### src/tvmb_pkg.sv
package tvmb_pkg;

  // ---------------------------------------------------------------
  // Modbus function codes
  // ---------------------------------------------------------------
  localparam logic [7:0] FC_READ_COILS = 8'h01;
  localparam logic [7:0] FC_READ_DISCRETE = 8'h02;
  localparam logic [7:0] FC_READ_HOLDING = 8'h03;
  localparam logic [7:0] FC_READ_INPUT = 8'h04;
  localparam logic [7:0] FC_WRITE_COIL = 8'h05;
  localparam logic [7:0] FC_WRITE_HOLDING = 8'h06;

  // ---------------------------------------------------------------
  // Data words, reset values and directions
  // ---------------------------------------------------------------
  localparam logic [15:0] COIL_ON = 16'hff00;
  localparam logic [15:0] COIL_OFF = 16'h0000;
  localparam logic [15:0] WORD_ZERO = 16'h0000;
  localparam logic [15:0] WORD_ONE = 16'h0001;
  localparam logic [16:0] FIELD_ONE = 17'h00001;
  localparam logic DIR_KNX_TO_MB = 1'b0;
  localparam logic DIR_MB_TO_KNX = 1'b1;

  // ---------------------------------------------------------------
  // Enumerations
  // ---------------------------------------------------------------
  typedef enum logic [1:0] {
    MODE_BIT = 2'h0,
    MODE_BIT_IN_WORD = 2'h1,
    MODE_VALUE = 2'h2
  } tvmb_mode_t;

  // For value mode ACT_ONE means write the configured field value
  typedef enum logic [1:0] {
    ACT_NONE = 2'h0,
    ACT_ONE = 2'h1,
    ACT_ZERO = 2'h2
  } tvmb_act_t;

  typedef enum logic [1:0] {
    CMP_LOWER = 2'h0,
    CMP_EQUAL = 2'h1,
    CMP_HIGHER = 2'h2
  } tvmb_cmp_t;

  typedef enum logic [2:0] {
    ST_IDLE = 3'h0,
    ST_RD = 3'h1,
    ST_RD_WAIT = 3'h3,
    ST_WR = 3'h2,
    ST_WR_WAIT = 3'h6
  } tvmb_state_t;

  // ---------------------------------------------------------------
  // Carriers
  // ---------------------------------------------------------------
  typedef struct packed {
    tvmb_mode_t mode;
    logic dir;
    logic on_change;
    logic rd_alt;
    logic [15:0] ref_value;
    tvmb_act_t act_hi;
    tvmb_act_t act_eq;
    tvmb_act_t act_lo;
    logic [15:0] val_hi;
    logic [15:0] val_eq;
    logic [15:0] val_lo;
    logic [3:0] bit_pos;
    logic [4:0] fld_width;
    logic [3:0] fld_off;
    logic send_set;
    logic send_clr;
    logic [15:0] val_set;
    logic [15:0] val_clr;
    logic [15:0] addr;
  } tvmb_cfg_t;

  typedef struct packed {
    logic [7:0] func;
    logic [15:0] addr;
    logic [15:0] data;
  } tvmb_req_t;

endpackage

### src/tvmb_channel.sv
`timescale 1ns/100ps
// Behaviour
// - Bit mapping drives one coil from the evaluated value.
// - Bit-in-word mapping changes only the selected bit of the word.
// - Value mapping places a translated value inside the word register.
// - Each received value is compared with a 16-bit reference: higher, equal, lower.
// - Per outcome, the bit is left, written one or written zero.
// - Bit writes use function 05 at the configured address.
// - Bit reads use function 01 or 02 as configured.
// - A set polled bit sends the configured value or nothing.
// - A clear polled bit sends the other configured value or nothing.
// - A bit-position setting picks the word bit, counted from bit zero.
// - Per outcome, the selected word bit is left, set or cleared.
// - Word updates use function 06 at the configured address.
// - Polled word reads use function 03 or 04 as configured; the read before a word update always uses 03.
// - A set selected word bit sends its set value or nothing.
// - A clear selected word bit sends its clear value or nothing.
// - A bit count sets the field width in the word.
// - An offset places the field's low bit, counted from bit zero.
// - Per outcome, the value field is left or written with its value.
module tvmb_channel (
  input wire logic clock,
  input wire logic resetn,
  input tvmb_pkg::tvmb_cfg_t cfg,
  input wire logic knx_rx_valid,
  input wire logic [15:0] knx_rx_value,
  output logic knx_rx_ready,
  output logic knx_tx_valid,
  output logic [15:0] knx_tx_value,
  input wire logic poll_tick,
  output logic mb_req_valid,
  output tvmb_pkg::tvmb_req_t mb_req,
  input wire logic mb_req_ready,
  input wire logic mb_rsp_valid,
  input wire logic mb_rsp_err,
  input wire logic [15:0] mb_rsp_data,
  output tvmb_pkg::tvmb_cmp_t last_outcome
);
  import tvmb_pkg::*;

  tvmb_state_t state_r, state_nxt;
  logic req_valid_r, req_valid_nxt;
  tvmb_req_t req_r, req_nxt;
  tvmb_act_t act_r, act_nxt;
  logic [15:0] fval_r, fval_nxt;
  logic tx_valid_r, tx_valid_nxt;
  logic [15:0] tx_value_r, tx_value_nxt;
  logic prev_bit_r, prev_bit_nxt;
  logic seen_r, seen_nxt;
  logic rx_ready_r, rx_ready_nxt;
  tvmb_cmp_t outcome_r, outcome_nxt;

  // ---------------------------------------------------------------
  // Evaluation of the incoming value
  // ---------------------------------------------------------------
  logic knx_take;
  logic poll_take;
  tvmb_cmp_t cmp;
  tvmb_act_t act_sel;
  logic [15:0] val_sel;
  logic [15:0] bit_mask;
  logic [15:0] fld_mask;
  logic [15:0] merged;
  logic polled_bit;
  logic send_ok;
  logic [7:0] rd_func;

  // Request acceptance in idle only
  assign knx_take = (state_r == ST_IDLE) && knx_rx_valid && (cfg.dir == DIR_KNX_TO_MB);
  assign poll_take = (state_r == ST_IDLE) && poll_tick && (cfg.dir == DIR_MB_TO_KNX);

  // Three-way compare and per-outcome selection
  always_comb
  begin
    if (knx_rx_value > cfg.ref_value)
    begin
      cmp = CMP_HIGHER;
      act_sel = cfg.act_hi;
      val_sel = cfg.val_hi;
    end
    else if (knx_rx_value == cfg.ref_value)
    begin
      cmp = CMP_EQUAL;
      act_sel = cfg.act_eq;
      val_sel = cfg.val_eq;
    end
    else
    begin
      cmp = CMP_LOWER;
      act_sel = cfg.act_lo;
      val_sel = cfg.val_lo;
    end
  end

  // Masks for the selected bit and the value field
  assign bit_mask = WORD_ONE << cfg.bit_pos;
  assign fld_mask = 16'((17'((FIELD_ONE << cfg.fld_width) - FIELD_ONE)) << cfg.fld_off);

  // Read-modify-write of the fetched word
  always_comb
  begin
    merged = mb_rsp_data;
    if (cfg.mode == MODE_BIT_IN_WORD)
    begin
      if (act_r == ACT_ONE)
        merged = mb_rsp_data | bit_mask;
      else if (act_r == ACT_ZERO)
        merged = mb_rsp_data & ~bit_mask;
    end
    else if (act_r == ACT_ONE)
      merged = (mb_rsp_data & ~fld_mask) | ((fval_r << cfg.fld_off) & fld_mask);
  end

  // Polled state and send decision
  assign polled_bit = (cfg.mode == MODE_BIT) ? mb_rsp_data[0] : mb_rsp_data[cfg.bit_pos];
  assign send_ok = (polled_bit ? cfg.send_set : cfg.send_clr)
    && (!cfg.on_change || !seen_r || (polled_bit != prev_bit_r));

  // Read function for the polling direction
  always_comb
  begin
    if (cfg.mode == MODE_BIT)
      rd_func = cfg.rd_alt ? FC_READ_DISCRETE : FC_READ_COILS;
    else
      rd_func = cfg.rd_alt ? FC_READ_INPUT : FC_READ_HOLDING;
  end

  // ---------------------------------------------------------------
  // Transaction sequencer
  // ---------------------------------------------------------------

  // Next-state logic
  always_comb
  begin
    state_nxt = state_r;
    req_valid_nxt = req_valid_r;
    req_nxt = req_r;
    act_nxt = act_r;
    fval_nxt = fval_r;
    tx_valid_nxt = 1'b0;
    tx_value_nxt = tx_value_r;
    prev_bit_nxt = prev_bit_r;
    seen_nxt = seen_r;
    outcome_nxt = outcome_r;
    unique case (state_r)
      ST_IDLE:
      begin
        if (knx_take)
        begin
          outcome_nxt = cmp;
          act_nxt = act_sel;
          fval_nxt = val_sel;
          if (act_sel != ACT_NONE)
          begin
            req_valid_nxt = 1'b1;
            req_nxt.addr = cfg.addr;
            if (cfg.mode == MODE_BIT)
            begin
              req_nxt.func = FC_WRITE_COIL;
              req_nxt.data = (act_sel == ACT_ONE) ? COIL_ON : COIL_OFF;
              state_nxt = ST_WR;
            end
            else
            begin
              req_nxt.func = FC_READ_HOLDING;
              req_nxt.data = WORD_ZERO;
              state_nxt = ST_RD;
            end
          end
        end
        else if (poll_take)
        begin
          req_valid_nxt = 1'b1;
          req_nxt.addr = cfg.addr;
          req_nxt.func = rd_func;
          req_nxt.data = WORD_ZERO;
          state_nxt = ST_RD;
        end
      end
      ST_RD:
      begin
        if (mb_req_ready)
        begin
          req_valid_nxt = 1'b0;
          state_nxt = ST_RD_WAIT;
        end
      end
      ST_RD_WAIT:
      begin
        if (mb_rsp_valid)
        begin
          state_nxt = ST_IDLE;
          if (mb_rsp_err)
            state_nxt = ST_IDLE;
          else if (cfg.dir == DIR_KNX_TO_MB)
          begin
            req_valid_nxt = 1'b1;
            req_nxt.func = FC_WRITE_HOLDING;
            req_nxt.data = merged;
            state_nxt = ST_WR;
          end
          else if (cfg.mode != MODE_VALUE)
          begin
            prev_bit_nxt = polled_bit;
            seen_nxt = 1'b1;
            if (send_ok)
            begin
              tx_valid_nxt = 1'b1;
              tx_value_nxt = polled_bit ? cfg.val_set : cfg.val_clr;
            end
          end
        end
      end
      ST_WR:
      begin
        if (mb_req_ready)
        begin
          req_valid_nxt = 1'b0;
          state_nxt = ST_WR_WAIT;
        end
      end
      ST_WR_WAIT:
      begin
        if (mb_rsp_valid)
          state_nxt = ST_IDLE;
      end
      default:
      begin
        state_nxt = ST_IDLE;
        req_valid_nxt = 1'b0;
      end
    endcase
    rx_ready_nxt = (state_nxt == ST_IDLE);
  end

  // State registers
  always_ff @(posedge clock or negedge resetn)
  begin
    if (!resetn)
    begin
      state_r <= ST_IDLE;
      req_valid_r <= 1'b0;
      req_r <= '0;
      act_r <= ACT_NONE;
      fval_r <= WORD_ZERO;
      tx_valid_r <= 1'b0;
      tx_value_r <= WORD_ZERO;
      prev_bit_r <= 1'b0;
      seen_r <= 1'b0;
      rx_ready_r <= 1'b1;
      outcome_r <= CMP_EQUAL;
    end
    else
    begin
      state_r <= state_nxt;
      req_valid_r <= req_valid_nxt;
      req_r <= req_nxt;
      act_r <= act_nxt;
      fval_r <= fval_nxt;
      tx_valid_r <= tx_valid_nxt;
      tx_value_r <= tx_value_nxt;
      prev_bit_r <= prev_bit_nxt;
      seen_r <= seen_nxt;
      rx_ready_r <= rx_ready_nxt;
      outcome_r <= outcome_nxt;
    end
  end

  // Outputs straight from flops
  assign knx_rx_ready = rx_ready_r;
  assign knx_tx_valid = tx_valid_r;
  assign knx_tx_value = tx_value_r;
  assign mb_req_valid = req_valid_r;
  assign mb_req = req_r;
  assign last_outcome = outcome_r;
endmodule

### config.mk
export PLATFORM = sky130hd
export DESIGN_NAME = tvmb_channel
export DESIGN_NICKNAME = d
export VERILOG_FILES = /design/src/tvmb_pkg.sv /design/src/tvmb_channel.sv
export SDC_FILE = /design/constraint.sdc
export NUM_CORES = 1
export LEC_CHECK = 0
export BUFFER_PORTS_ARGS = -buffer_cell sky130_fd_sc_hd__buf_2
export CAP_MARGIN = 20
export CELL_PAD_IN_SITES_DETAIL_PLACEMENT = 1
export CELL_PAD_IN_SITES_GLOBAL_PLACEMENT = 1
export CORE_ASPECT_RATIO = 2
export CORE_MARGIN = 2
export CORE_UTILIZATION = 34
export CTS_CLUSTER_DIAMETER = 80
export CTS_CLUSTER_SIZE = 8
export DETAILED_ROUTE_END_ITERATION = 16
export MAX_ROUTING_LAYER = met4
export PLACE_DENSITY = 0.83
export SETUP_SLACK_MARGIN = 0.02
export SYNTH_ARGS = -nofsm -noshare
export SYNTH_HDL_FRONTEND = slang
export SYNTH_SLANG_ARGS = --single-unit
### constraint.sdc
create_clock -name clock -period 2.42 [get_ports clock]
set_clock_uncertainty 0.15 [all_clocks]
set_input_delay 0.363 -clock clock [delete_from_list [all_inputs] [get_ports clock]]
set_output_delay 0.363 -clock clock [all_outputs]
set_load 0.01 [all_outputs]
==> reports/summary.txt <==
Syn Inst Count - 831
Vias after detailed routing - 8,768
Final routed DRC violation total - 0
Die width - 105 µm
Distinct cells, synth - 84
Clk buf depth - 2
WL/cell - 24.7 µm
Share of cells above drive strength 1 - 0.555
Detailed Route Iter0 Violations - 397
Core ar. - 0.0199 mm²
Largest net degree at the start of global routing - 41
Post-layout minimum cycle time - 3.17 ns
Dpl cells - 1,428
Nets - 1,416
Num CTS Buffers - 9
Worst-Margin Slew - 0.665 ns
Final Max Tran Viols - 0
Vias in the first global route - 9,305
Critical path arrival - 3.26 ns
P per Cell Area - 807 mW/mm²
Area contributors post-synth - dfrtp_1 28%, mux2i_1 7.5%, nand2_1 5.7%
Placed instance area - 0.00966 mm²
TritonCTS Sinks - 79
Vias/cell - 5.88
LEAKAGE - 0.00535 µW
Max cap viols - 0
Latest clock arrival within the worst-skew pair - 0.34 ns
Clk root buf - clkbuf_16
CTS clock-pin slew for the worst setup and hold paths - 0.07 ns
Worst Path Required - 2.51 ns
Die Area - 0.0215 mm²
RR Startpoint - fval_r[3]
WHS Path Cells - 2
Worst R2R Path Depth - 7
Cell Count, Final, Fillers Out - 1,491
Setup violations, final - 45
WS Path Type - input pin to flop
Highest clock rate - 316 MHz
Most numerous cell in the Yosys netlist - nand2_1
Post-DP HPWL - 25,800 µm
Initial DRT Pass Iterations - 5
Top Ports - 238
Ys Warns - 0
Hold Startpoint - mb_rsp_valid
Final worst-path cycle share - 1.31
Crit path max-delay cell type - or4_4
Final instance area - 0.0115 mm²
Startpoint Class - input pin
WL final - 36,800 µm
Ys async rst share - 1.00
Sequential-to-total area share from yosys stat - 0.287
Cell Rows - 73
Peak VDD IR - 0.685 mV
Area leader, netlist - dfrtp_1
GRT overflow - 0
Crit Path Max Fanout - 6
Status - finished, violations left
Layout overhead on the synthesized area - 67.1%
CTS tree - yes
CTS H-tree lvls - 3
Top FF cell, synth - dfrtp_1
EDFF count, synth - 0
Most used cell, CP - or4_4
Crit. Startpoint - cfg[56]
Initial core utilization - 0.347
Total GRT Usage - 0.318
Antenna violations before repair - 3
Worst setup margin - -0.749 ns
Netlist Area Pre-Place - 0.00690 mm²
First-pass GRT wire length - 51,100 µm
Relative slew slack - 0.553
Die Ht - 206 µm
IO Port Bufs - 232
Syn Area/Cell - 8.31 µm²
Seq cells post-synth - 79
Most instantiated cells after synthesis - 105 x nand2_1, 77 x dfrtp_1, 67 x a21oi_1, 67 x nor2_1, 61 x o21ai_0
Synth top area share - 0.279
Violated checks - setup timing
HP Class - input pin to flop
Final Hold Violating Endpoints - 0
Final GP Congestion - 1.00
RSZ-0062 raised after global routing - yes
Antenna Nets Post-Route - 0
Crit. End Element - flop
Worst-path cell chain - buf_6, or4_4, nor2_4, inv_2, ha_4, nor4_4, o2111ai_2, a31oi_2, nor3_1, or4_4, a21oi_4, a311oi_2, o311ai_1
Slowest stage delay, CP - 0.56 ns
[metal layers]
| metal | share of wire | wire length, µm | track usage | vias up |
|---|---|---|---|---|
| met5 | 0 | 0 | - | - |
| li1 | - | - | - | 3851 |
| met1 | 0.32 | 11800 | 0.289 | 4314 |
| met3 | 0.041 | 1520 | 0.0424 | 215 |
| met4 | 0.093 | 3420 | 0.244 | 0 |
| met2 | 0.55 | 20100 | 0.591 | 388 |
[cells in the final DEF, fill, tap and decap left out, types with 5 or more instances in the layout]
| master | synthesis | routed |
|---|---|---|
| a21oi_2 | 0 | 19 |
| nor2b_1 | 10 | 9 |
| inv_1 | 30 | 16 |
| nand2_1 | 105 | 84 |
| mux2_2 | 29 | 12 |
| a21o_1 | 6 | 6 |
| o211ai_1 | 5 | 5 |
| mux4_2 | 5 | 7 |
| o22ai_1 | 5 | 5 |
| buf_6 | 6 | 43 |
| ha_4 | 0 | 15 |
| buf_2 | 15 | 210 |
| inv_2 | 0 | 7 |
| o21ai_2 | 14 | 24 |
| o31ai_1 | 8 | 5 |
| buf_12 | 0 | 14 |
| or2_2 | 6 | 5 |
| inv_4 | 0 | 6 |
| mux2i_1 | 52 | 45 |
| a211oi_2 | 0 | 5 |
| a211oi_1 | 13 | 8 |
| conb_1 | 1 | 5 |
| nand2_2 | 0 | 18 |
| nand2b_1 | 12 | 11 |
| mux2i_4 | 0 | 5 |
| nand3_1 | 21 | 19 |
| o21ai_0 | 61 | 38 |
| a31oi_1 | 10 | 7 |
| clkbuf_16 | 0 | 13 |
| nor2_1 | 67 | 55 |
| nor2_2 | 0 | 9 |
| nor3_1 | 16 | 12 |
| nand4_1 | 7 | 7 |
| o21ai_1 | 7 | 20 |
| buf_8 | 0 | 5 |
| buf_4 | 9 | 161 |
| a21oi_1 | 67 | 44 |
| mux2_4 | 0 | 19 |
| dfrtp_1 | 77 | 77 |
[sequential cells by signal, indices dropped and copies added, names as in the netlist]
name and cells:
knx_tx_valid 1, mb_req_valid 1, state_r 3, fval_r 16, mb_req 35, knx_tx_value 16
act_r 2, last_outcome 2, prev_bit_r 1, knx_rx_ready 1, seen_r 1
[layout make-up]
cell class              instances  area [µm²]
flip-flops and latches         79        1980
inverters                      31         139
fillers                      2385        8380
diodes                          3        7.51
repair buffers                439        3240
clock buffers                  11         243
multi-input cells             661        5470
clock inverters                 5         129
well taps                     262         328
[critical path, delay by kind of cell]
kind	cells	cell delay, ns
AO/OA/AOI/OAI	5	0.92
adder cells (fa/ha/maj)	1	0.19
buffers and inverters	2	0.17
AND/OR/NAND/NOR	5	1.61
[cell families after synthesis]
group,after synthesis,share of synthesized area
other,1,0.000543
buffers and inverters,98,0.0674
adders and majority gates,19,0.0341
xor gates and xnor gates,1,0.00127
muxes,91,0.154
and+or+nand+nor,282,0.199
DFF,79,0.287
AOI/OAI and AO/OA,260,0.257
[report_power, final]
group | switching (µW) | leakage (µW) | internal (µW)
Sequential | 465 | 0.00100 | 1870
Combinational | 2690 | 0.00417 | 2530
Clock | 604 | 0.000180 | 1140
[final timing paths]
check	end	slack (ns)
max in group asynchronous	last_outcome[0]	1.24
min	state_r[2]	0.08
min in group asynchronous	mb_req[31]	0.28
max reg2reg	mb_req[12]	0.02
max	mb_req[13]	-0.75
min reg2reg	last_outcome[0]	0.32
[repair_timing]
item	CTS	global route
endpoints found under the hold margin	15	0
gates cloned	5	5
endpoints found under the setup margin	55	73
pin swaps	52	56
resized for setup	98	147
setup buffers	19	19
hold buffers	1	0
[stage by stage]
| step | hold slack (ns) | total power [µW] | util | setup WS (ns) | TNS (ns) |
|---|---|---|---|---|---|
| floorplan | -0.0826 | 4500 | - | -0.817 | -17.72 |
| CTS | 0.0632 | 8530 | 0.538 | -0.642 | -10.82 |
| finish | 0.0828 | 9300 | 0.579 | -0.749 | -13.47 |
| global placement | 0.0983 | 6260 | 0.485 | -1.03 | -35.08 |
| detailed placement | 0.104 | 6420 | 0.485 | -1.14 | -38.99 |
| global route | 0.0888 | 9740 | 0.579 | -0.823 | -18.34 |
No activity file was read; power rests on OpenSTA's default activity.
